<file path="src/design/msd_defines.vh">
// Offsets, field positions, reset values and mode codes of the status block
`ifndef MSD_DEFINES_VH
`define MSD_DEFINES_VH
`define MSD_ADDR_W 9
`define MSD_DATA_W 16
`define MSD_ADDR_CTRL 9'h01f
`define MSD_ADDR_ON_LEVEL 9'h1f4
`define MSD_ADDR_OFF_LEVEL 9'h1f5
`define MSD_ADDR_EYE_LIMIT 9'h1f6
`define MSD_ADDR_MODE 9'h1e0
`define MSD_ADDR_STATUS 9'h1e1
`define MSD_BIT_RETRAIN 11
`define MSD_BIT_HOOK 10
`define MSD_BIT_CARRIER_DETECT_FLAG 1
`define MSD_BIT_EQE 4
`define MSD_CTRL_RESET 16'h0000
`define MSD_EYE_LIMIT_RESET 16'h0400
`define MSD_ON_LEVEL_RESET 16'h00e8
`define MSD_OFF_LEVEL_RESET 16'h0082
`define MSD_MODE_W 7
`define MSD_MODE_IDLE 7'h00
`define MSD_MODE_DIAL 7'h03
`define MSD_MODE_V22BIS 7'h08
`define MSD_MODE_V22 7'h09
`define MSD_MODE_LEGACY_1200 7'h0b
`define MSD_MODE_V21 7'h10
`define MSD_MODE_LEGACY_300 7'h11
`define MSD_MODE_V23A 7'h13
`define MSD_MODE_V23B 7'h14
`endif

</file>
<file path="src/design/msd_status.v">
// Modem control, hook relay, eye quality and carrier detect word space
//
// Behaviour
// - Forced retrain starts at the first baud tick after host sets the bit on a V.22bis link.
// - Carrier flag drops at retrain start, rises at retrain completion.
// - Force bit clears on retrain start and on any data mode write.
// - Hook relay pin is the inverse of the hook relay enable bit.
// - Dial or data mode write sets hook relay enable.
// - Reset clears hook relay enable, relay pin inactive.
// - In V.22 family data modes, eye level above limit sets error flag.
// - Eye limit resets to default; host value applies at baud end.
// - Carrier flag clears when energy falls below the off level.
// - Carrier flag sets when energy rises above the on level.
// - Detect levels reset to defaults; host values apply after baud.
// - Data mode codes are 8, 9, B, 10, 11, 13 and 14 hex.
`timescale 1ns/100ps
`include "msd_defines.vh"
module msd_status (
  // Clock and reset
  input wire clock,
  input wire reset,
  // Host register port
  input wire [`MSD_ADDR_W-1:0] address,
  input wire [`MSD_DATA_W-1:0] write_data,
  input wire write_strobe,
  input wire read_strobe,
  output reg [`MSD_DATA_W-1:0] read_data,
  // Signal processing side
  input wire baud_tick,
  input wire [`MSD_MODE_W-1:0] connection_mode,
  input wire [`MSD_DATA_W-1:0] line_energy,
  input wire [`MSD_DATA_W-1:0] eye_quality_level,
  input wire retrain_done,
  // Status and pins
  output reg retrain_start,
  output reg retrain_active,
  output reg carrier_detect_flag,
  output reg eye_quality_error,
  output reg hook_relay_n
);

  ////////////////////////////////////////////////////////////////////////////
  // Mode classification

  // Data mode codes
  function is_data_mode;
    input [`MSD_MODE_W-1:0] mode;
    begin
      is_data_mode = (mode == `MSD_MODE_V22BIS) ||
        (mode == `MSD_MODE_V22) || (mode == `MSD_MODE_LEGACY_1200) ||
        (mode == `MSD_MODE_V21) || (mode == `MSD_MODE_LEGACY_300) ||
        (mode == `MSD_MODE_V23A) || (mode == `MSD_MODE_V23B);
    end
  endfunction

  // Modes in which the eye monitor is meaningful
  function is_eye_mode;
    input [`MSD_MODE_W-1:0] mode;
    begin
      is_eye_mode = (mode == `MSD_MODE_V22BIS) ||
        (mode == `MSD_MODE_V22) || (mode == `MSD_MODE_LEGACY_1200);
    end
  endfunction

  ////////////////////////////////////////////////////////////////////////////
  // Decode

  reg force_retrain;
  reg hook_relay_enable;
  reg [`MSD_MODE_W-1:0] link_mode_select;
  wire wr_ctrl;
  wire wr_mode;
  wire wr_status;
  wire wr_on;
  wire wr_off;
  wire wr_eye;
  wire mode_is_data;
  wire mode_is_dial;
  wire start_now;

  assign wr_ctrl = write_strobe && (address == `MSD_ADDR_CTRL);
  assign wr_mode = write_strobe && (address == `MSD_ADDR_MODE);
  assign wr_status = write_strobe && (address == `MSD_ADDR_STATUS);
  assign wr_on = write_strobe && (address == `MSD_ADDR_ON_LEVEL);
  assign wr_off = write_strobe && (address == `MSD_ADDR_OFF_LEVEL);
  assign wr_eye = write_strobe && (address == `MSD_ADDR_EYE_LIMIT);
  assign mode_is_data = is_data_mode(write_data[`MSD_MODE_W-1:0]);
  assign mode_is_dial = (write_data[`MSD_MODE_W-1:0] == `MSD_MODE_DIAL);

  assign start_now = baud_tick && force_retrain && !retrain_active &&
    (connection_mode == `MSD_MODE_V22BIS);

  ////////////////////////////////////////////////////////////////////////////
  // Threshold words

  wire [`MSD_DATA_W-1:0] on_host;
  wire [`MSD_DATA_W-1:0] on_level;
  wire [`MSD_DATA_W-1:0] off_host;
  wire [`MSD_DATA_W-1:0] off_level;
  wire [`MSD_DATA_W-1:0] eye_host;
  wire [`MSD_DATA_W-1:0] eye_limit;

  msd_baud_word #(
    .WIDTH(`MSD_DATA_W),
    .RESET_VALUE(`MSD_ON_LEVEL_RESET)
  ) u_on_level (
    .clock(clock),
    .reset(reset),
    .write_en(wr_on),
    .write_data(write_data),
    .baud_tick(baud_tick),
    .host_value(on_host),
    .active_value(on_level)
  );

  msd_baud_word #(
    .WIDTH(`MSD_DATA_W),
    .RESET_VALUE(`MSD_OFF_LEVEL_RESET)
  ) u_off_level (
    .clock(clock),
    .reset(reset),
    .write_en(wr_off),
    .write_data(write_data),
    .baud_tick(baud_tick),
    .host_value(off_host),
    .active_value(off_level)
  );

  msd_baud_word #(
    .WIDTH(`MSD_DATA_W),
    .RESET_VALUE(`MSD_EYE_LIMIT_RESET)
  ) u_eye_limit (
    .clock(clock),
    .reset(reset),
    .write_en(wr_eye),
    .write_data(write_data),
    .baud_tick(baud_tick),
    .host_value(eye_host),
    .active_value(eye_limit)
  );

  ////////////////////////////////////////////////////////////////////////////
  // Control word and mode

  always @(posedge clock) begin
    if (reset) begin
      force_retrain <= 1'b0;
      hook_relay_enable <= 1'b0;
      link_mode_select <= `MSD_MODE_IDLE;
    end else begin
      if (start_now) begin
        force_retrain <= 1'b0;
      end
      if (wr_mode) begin
        link_mode_select <= write_data[`MSD_MODE_W-1:0];
        if (mode_is_data) begin
          force_retrain <= 1'b0;
        end
        if (mode_is_data || mode_is_dial) begin
          hook_relay_enable <= 1'b1;
        end
      end
      // Host write wins over the device clear in the same cycle
      if (wr_ctrl) begin
        force_retrain <= write_data[`MSD_BIT_RETRAIN];
        hook_relay_enable <= write_data[`MSD_BIT_HOOK];
      end
    end
  end

  ////////////////////////////////////////////////////////////////////////////
  // Retrain, carrier detect and eye quality

  always @(posedge clock) begin
    if (reset) begin
      retrain_start <= 1'b0;
      retrain_active <= 1'b0;
      carrier_detect_flag <= 1'b0;
      eye_quality_error <= 1'b0;
      hook_relay_n <= 1'b1;
    end else begin
      hook_relay_n <= ~hook_relay_enable;
      retrain_start <= start_now;
      if (start_now) begin
        retrain_active <= 1'b1;
        carrier_detect_flag <= 1'b0;
      end else if (retrain_active) begin
        if (retrain_done) begin
          retrain_active <= 1'b0;
          carrier_detect_flag <= 1'b1;
        end
      end else if (baud_tick) begin
        if (carrier_detect_flag && (line_energy < off_level)) begin
          carrier_detect_flag <= 1'b0;
        end else if (line_energy > on_level) begin
          carrier_detect_flag <= 1'b1;
        end
      end
      // Host write of one clears the error; a new event wins
      if (wr_status && write_data[`MSD_BIT_EQE]) begin
        eye_quality_error <= 1'b0;
      end
      if (baud_tick && is_eye_mode(connection_mode) &&
          (eye_quality_level > eye_limit)) begin
        eye_quality_error <= 1'b1;
      end
    end
  end

  ////////////////////////////////////////////////////////////////////////////
  // Read back

  reg [`MSD_DATA_W-1:0] next_read_data;

  always @* begin
    next_read_data = {`MSD_DATA_W{1'b0}};
    if (address == `MSD_ADDR_CTRL) begin
      next_read_data[`MSD_BIT_RETRAIN] = force_retrain;
      next_read_data[`MSD_BIT_HOOK] = hook_relay_enable;
    end else if (address == `MSD_ADDR_MODE) begin
      next_read_data[`MSD_MODE_W-1:0] = link_mode_select;
    end else if (address == `MSD_ADDR_STATUS) begin
      next_read_data[`MSD_BIT_CARRIER_DETECT_FLAG] = carrier_detect_flag;
      next_read_data[`MSD_BIT_EQE] = eye_quality_error;
    end else if (address == `MSD_ADDR_ON_LEVEL) begin
      next_read_data = on_host;
    end else if (address == `MSD_ADDR_OFF_LEVEL) begin
      next_read_data = off_host;
    end else if (address == `MSD_ADDR_EYE_LIMIT) begin
      next_read_data = eye_host;
    end
  end

  always @(posedge clock) begin
    if (reset) begin
      read_data <= {`MSD_DATA_W{1'b0}};
    end else if (read_strobe) begin
      read_data <= next_read_data;
    end else begin
      read_data <= {`MSD_DATA_W{1'b0}};
    end
  end

endmodule

</file>
<file path="src/design/msd_baud_word.v">
// Host-written word that takes effect only at the next baud boundary
`timescale 1ns/100ps
module msd_baud_word #(
  parameter WIDTH = 16,
  parameter [WIDTH-1:0] RESET_VALUE = {WIDTH{1'b0}}
) (
  // Clock and reset
  input wire clock,
  input wire reset,
  // Host side
  input wire write_en,
  input wire [WIDTH-1:0] write_data,
  // Baud pacing
  input wire baud_tick,
  // Values
  output reg [WIDTH-1:0] host_value,
  output reg [WIDTH-1:0] active_value
);

  always @(posedge clock) begin
    if (reset) begin
      host_value <= RESET_VALUE;
      active_value <= RESET_VALUE;
    end else begin
      if (write_en) begin
        host_value <= write_data;
      end
      if (baud_tick) begin
        active_value <= host_value;
      end
    end
  end

endmodule

</file>
<file path="config.mk">
export PLATFORM = sky130hd
export DESIGN_NAME = msd_status
export DESIGN_NICKNAME = d
export VERILOG_FILES = /design/src/design/msd_status.v /design/src/design/msd_baud_word.v
export VERILOG_INCLUDE_DIRS = /design/src /design/src/design
export SDC_FILE = /design/constraint.sdc
export NUM_CORES = 1
export LEC_CHECK = 0
export ABC_AREA = 0
export BUFFER_PORTS_ARGS = -buffer_cell sky130_fd_sc_hd__buf_2
export CORE_MARGIN = 2
export CORE_UTILIZATION = 25
export CTS_CLUSTER_SIZE = 30
export DETAILED_ROUTE_END_ITERATION = 10
export SLEW_MARGIN = 40
export SYNTH_ARGS = -nofsm -noshare
export SYNTH_HDL_FRONTEND = slang
export SYNTH_SLANG_ARGS = --single-unit
export TNS_END_PERCENT = 50
</file>
<file path="constraint.sdc">
create_clock -name clock -period 2.1 [get_ports clock]
set_clock_uncertainty 0.15 [all_clocks]
set_input_delay 0.105 -clock clock [delete_from_list [all_inputs] [get_ports clock]]
set_output_delay 0.105 -clock clock [all_outputs]
set_load 0.02 [all_outputs]
</file>
Word level (Yosys, flattened, before mapping)
Cells that the tools add are included.
Operators by class
  add/sub/neg operators: 0
  multiply operators: 0
  div/mod/pow operators: 0
  $lt $le $gt $ge: 3
  equality and inequality tests: 18
  shifts and indexed selects: 0
  muxes and demuxes: 28
  bitwise gates (word level): 2
  reduce and logical (&&, ||, !) cells: 34
Operators with widths (number)
  16-bit 2-to-1 mux: 3
  9-bit equality test, second input constant: 5
  7-bit by 4-bit equality test with 1-bit output, second input constant: 6
  16-bit greater-than comparator: 2
  7-bit by 5-bit equality test with 1-bit output, second input constant: 4
  1-bit 2-to-1 mux: 20
  16-bit < comparator: 1
  7-bit 2-to-1 mux: 2
  1-bit logical AND: 13
  9-bit by 5-bit equality test with 1-bit output, second input constant: 1
  1-bit logical OR: 9
  2-bit nonzero test: 4
  7-bit by 2-bit equality test with 1-bit output, second input constant: 1
  5-bit 2-to-1 mux: 1
  5-bit OR reduction: 1
  2-bit 2-to-1 mux: 2
  2-bit OR reduction: 2
  3-bit AND reduction: 1
  3-bit nonzero test: 1
  3-bit OR reduction: 1
  2-bit != test, second input constant: 1
  1-bit inverter: 2
  2-bit AND reduction: 1
  1-bit logical NOT: 1
Storage, ports and cells
  register bits: 126
  bits in latches: 0
  RAM bits: 0
  ROM bits: 0
  input port bits: 70
  output and inout port bits: 21
  word-level logic and storage cells: 102
  memories kept: 0

Longest topological paths before layout
  depth after elaboration: 11
  mapped depth: 8
  mapped depth without buffers: 8

Hierarchy
From an unflattened synthesis, not the netlist that was laid out.
Second synthesis, totals
  cell total of the unflattened synthesis: 630
  area, all modules: 6098.3 µm²
By module, submodules not included
  msd_status: instances 1, cells each 321, area each 2598.7 µm², seq. area each 600.6 µm²
  msd_baud_word (u_on_level): instances 1, cells each 103, area each 1174.9 µm², seq. area each 640.6 µm²
  msd_baud_word (u_off_level): instances 1, cells each 103, area each 1163.6 µm², seq. area each 640.6 µm²
  msd_baud_word (u_eye_limit): instances 1, cells each 103, area each 1161.1 µm², seq. area each 640.6 µm²

Least setup slack after synthesis
OpenSTA, ideal clock, no wires.
  path type: flip-flop to flip-flop
  from: reg u_off_level.active_value[2]
  to: reg carrier_detect_flag
  setup time: 0.132 ns
  arrival: 1.498 ns
  data required time: 1.818 ns
  path slack: 0.319 ns
  cell stages (with the launch flop): 9
  period minus slack after synthesis: 1.781 ns
  cell sequence: dfxtp_1 inv_1 ha_1 a21oi_1 o21ai_0 a31oi_1 o21ai_0 a2111oi_0 o32ai_1
Between the ends
  word-level cells in the longest chain between the ends: 5
  elaborated cells between the ends (all ways): 7
  classes of those cells: order compare (1); mux (3); reduce/logical (3)
Ends and longest elaborated chain
  start, declared: line msd_baud_word.v:17  | output reg [WIDTH-1:0] active_value
  start signal, assigned: line msd_baud_word.v:29  | active_value <= host_value;
  16-bit < comparator *: line msd_status.v:193  | if (carrier_detect_flag && (line_energy < off_level)) begin
  1-bit logical AND *: line msd_status.v:193
  1-bit 2-to-1 mux: line msd_status.v:193
  1-bit 2-to-1 mux: line msd_status.v:192  | end else if (baud_tick) begin
  1-bit 2-to-1 mux: line msd_status.v:187  | end else if (retrain_active) begin
  end signal, assigned: line msd_status.v:186  | carrier_detect_flag <= 1'b0;
  end signal, assigned: line msd_status.v:190  | carrier_detect_flag <= 1'b1;
  end signal, assigned: line msd_status.v:194  | carrier_detect_flag <= 1'b0;
  end, declared: line msd_status.v:37  | output reg carrier_detect_flag,
Mark *: on every way between the ends. The rest lies on a longest branch, timed or not. The select of a mux whose other input is x is not followed.
A chain may end at the register's enable or synchronous reset.

Final worst setup path
  from: in address[3]
  to: reg u_eye_limit.host_value[9]
Between the ends
  word-level cells in the longest chain between the ends: 2
Ends and longest elaborated chain
  start, declared: line msd_status.v:23  | input wire [`MSD_ADDR_W-1:0] address,
  9-bit equality test (no line)
  1-bit logical AND: line msd_status.v:86  | assign wr_eye = write_strobe && (address == `MSD_ADDR_EYE_LIMIT);
  end signal, assigned: line msd_baud_word.v:26  | host_value <= write_data;
  end, declared: line msd_baud_word.v:16  | output reg [WIDTH-1:0] host_value,
Every way passes these cells.

==> impl_metrics.tcl <==
set metrics [dict create \
    netlist_instances 679 \
    critPathRequiredTime_ns 2.29 \
    die_area_mm2 0.0248 \
    hold_viol 0 \
    drc 0 \
    ys_ff_latch 126 \
    yosysSeqAreaShare 0.428 \
    fin_crit_sh 0.922 \
    crit_fanout 16 \
    drt_iter0_markers 393 \
    min_path_type "primary input to flip-flop" \
    syn_avg_cell_area_um2 8.67 \
    io-pin-count 91 \
    r2r_setup_slack_ns 0.17 \
    vias 5197 \
    avgRoutedWirePerCell_um 15.5 \
    leakagePower_nw 3.12 \
    final_nets 915 \
    grt_pass1_wl_um 27300 \
    dominantRegCellSynth "dfxtp_1" \
    antenna_left 0 \
    layout_common_cells "dfxtp_1, nand2_1, buf_2" \
    ff2ff_path_depth 8 \
    ys_types 48 \
    cts_root_buf "clkbuf_16" \
    start_util 0.253 \
    cellPowerDensity_mw_per_mm2 725 \
    overflow 0 \
    viasPerCell 4.60 \
    outcome "completed" \
    tightestPinTransition_ns 0.577 \
    postCtsSetupBuffers 0 \
    cts_max_path_buffers 2 \
    peakVddDrop_mv 0.471 \
    antenna_cells 0 \
    grt_usage 0.144 \
    clk_pin_slew_worst_paths_ns 0.06 \
    yosysTopAreaCell "dfxtp_1" \
    dpl_cell_area_mm2 0.00680 \
    cts_tree "done" \
    rows 56 \
    synth.top_cells.by_area "dfxtp_1, ha_1, mux2i_1" \
    r2r_start "u_off_level.active_value[2]" \
    dieWidth_um 157 \
    layout_commonest_cell "dfxtp_1" \
    wirelength_um 17500 \
    drive_above_1_share 0.187 \
    clock.fmax_mhz 517 \
    antenna_found_initial 0 \
    h-tree-depth 4 \
    grt_pass1_vias 5006 \
    async_flop_share 0 \
    syn_nets 796 \
    coreArea_mm2 0.0233 \
    synth_area_mm2 0.00589 \
    min_delay_path_depth 5 \
    setup_viol 0 \
    dp_cells 1077 \
    grt_max_degree 97 \
    synth_edf_count 0 \
    cp-startpoint "address[3]" \
    crit_path_end_kind "flip-flop" \
    total_power_mw 5.48 \
    dp_hpwl_um 13000 \
    finalNonFillerCells 1130 \
    crit_end "u_eye_limit.host_value[9]" \
    reg2reg_to "carrier_detect_flag" \
    arrival_ns 2.13 \
    holdWs_ns 0.0235 \
    slew_headroom 0.615 \
    drv_slew 0 \
    min_period_ns 1.94 \
    rsz0062_at_grt "false" \
    fp.dieH_um 157 \
    cts_inserted_buffers 17 \
    drtPass1Iterations 6 \
    gp_congestion 0.821 \
    yosys_warnings 0 \
    max-cap-violations 0 \
    finalInstanceArea_mm2 0.00755 \
    io_buffer_count 90 \
    fin_setup_tns_ns 0 \
    clock-sinks 126 \
    synth_top_area_frac 0.428 \
    area_growth_syn_to_layout_pct 28.2 \
    startpoint_type "primary input" \
    clk_latency_ns 0.42 \
    crit_type "primary input to flip-flop" \
]
-- metrics by stage --
step / utilization / setup slack, ns
2_1_floorplan: - / 0.319
3_3_place_gp: 0.292 / 0.0442
3_5_place_dp: 0.292 / 0.0506
4_1_cts: 0.324 / 0.0489
5_1_grt: 0.325 / 0.0437
6_report: 0.325 / 0.164
-- how the worst min path moves through the flow --
stage / start / to / slack [ns]
global route: reset / u_on_level.host_value[3] / 0.03
detailed placement: write_data[7] / u_on_level.host_value[7] / 0.20
global placement: write_data[7] / u_on_level.host_value[7] / 0.20
floorplan: write_data[10] / u_eye_limit.host_value[10] / 0.08
finish: connection_mode[2] / eye_quality_error / 0.02
CTS: reset / u_on_level.host_value[3] / 0.03
-- power by group --
group / total (mW) / leakage (nW) / switching [mW] / internal [mW]
clock network: 2.66 / 0.253 / 1.13 / 1.53
registers: 2.41 / 1.02 / 0.00717 / 2.40
logic: 0.406 / 1.85 / 0.228 / 0.178
-- kinds of logic (layout without fill, tap and decap cells) --
family                     after synthesis  count (layout)  synth area share
and+or+nand+nor                        251             251             0.193
DFF                                    126             126             0.428
AOI/OAI and AO/OA                      121             121             0.133
muxes                                   51              51            0.0867
buffers and inverters                   83             215            0.0584
adders and majority gates               47              47            0.0999
-- metal layers --
| metal | track usage | share of wire |
|---|---|---|
| met4 | 0.0390 | 0.014 |
| met2 | 0.222 | 0.44 |
| met1 | 0.199 | 0.49 |
| met5 | 0 | 0 |
| met3 | 0.0350 | 0.060 |
-- critical path: stages --
cell           delay, ns
dlygate4sd3_1       0.52
buf_2               0.13
and4b_2             0.33
nand4_4             0.18
nor3b_4             0.30
and2_1              0.21
buf_12              0.16
nand2_1             0.06
a21oi_1             0.12
-- synth_stat cells, types with 3 or more instances --
cell type	instances
inv_1	49
nor2_1	68
nor2b_1	4
ha_1	47
buf_2	11
nand3_1	20
a222oi_1	14
mux2i_1	51
buf_4	3
nand4_1	8
o21ai_0	8
clkbuf_1	17
nand2_1	121
and2_1	3
a211oi_1	3
o2bb2ai_1	5
a21o_1	6
nor3_1	5
o211ai_1	10
a21oi_1	60
dfxtp_1	126
a2111oi_0	3
nand2b_1	5
-- flip-flops by register name, summed over array words and instances, names as in the netlist, 7 cells and up --
register and count:
u_on_level.active_value 16, u_eye_limit.active_value 16, link_mode_select 7, u_off_level.active_value 16, u_on_level.host_value 16, u_eye_limit.host_value 16
u_off_level.host_value 16, read_data 16
-- repair_timing --
| item | 4_1_cts | 5_1_grt |
|---|---|---|
| hold buffers | 21 | 0 |
| gates resized for setup | 0 | 2 |
| hold endpoints to repair | 64 | 0 |
| endpoints found under the setup margin | 0 | 1 |
-- cell type report --
class	instances	area, um^2
Fill cell	2519	15700
Inverter	50	188
Sequential cell	126	2520
Tap cell	319	399
Timing Repair Buffer	133	876
Multi-Input combinational cell	470	3030
Clock inverter	14	97.6
Clock buffer	18	439
Power figures use the tool's default switching activity.
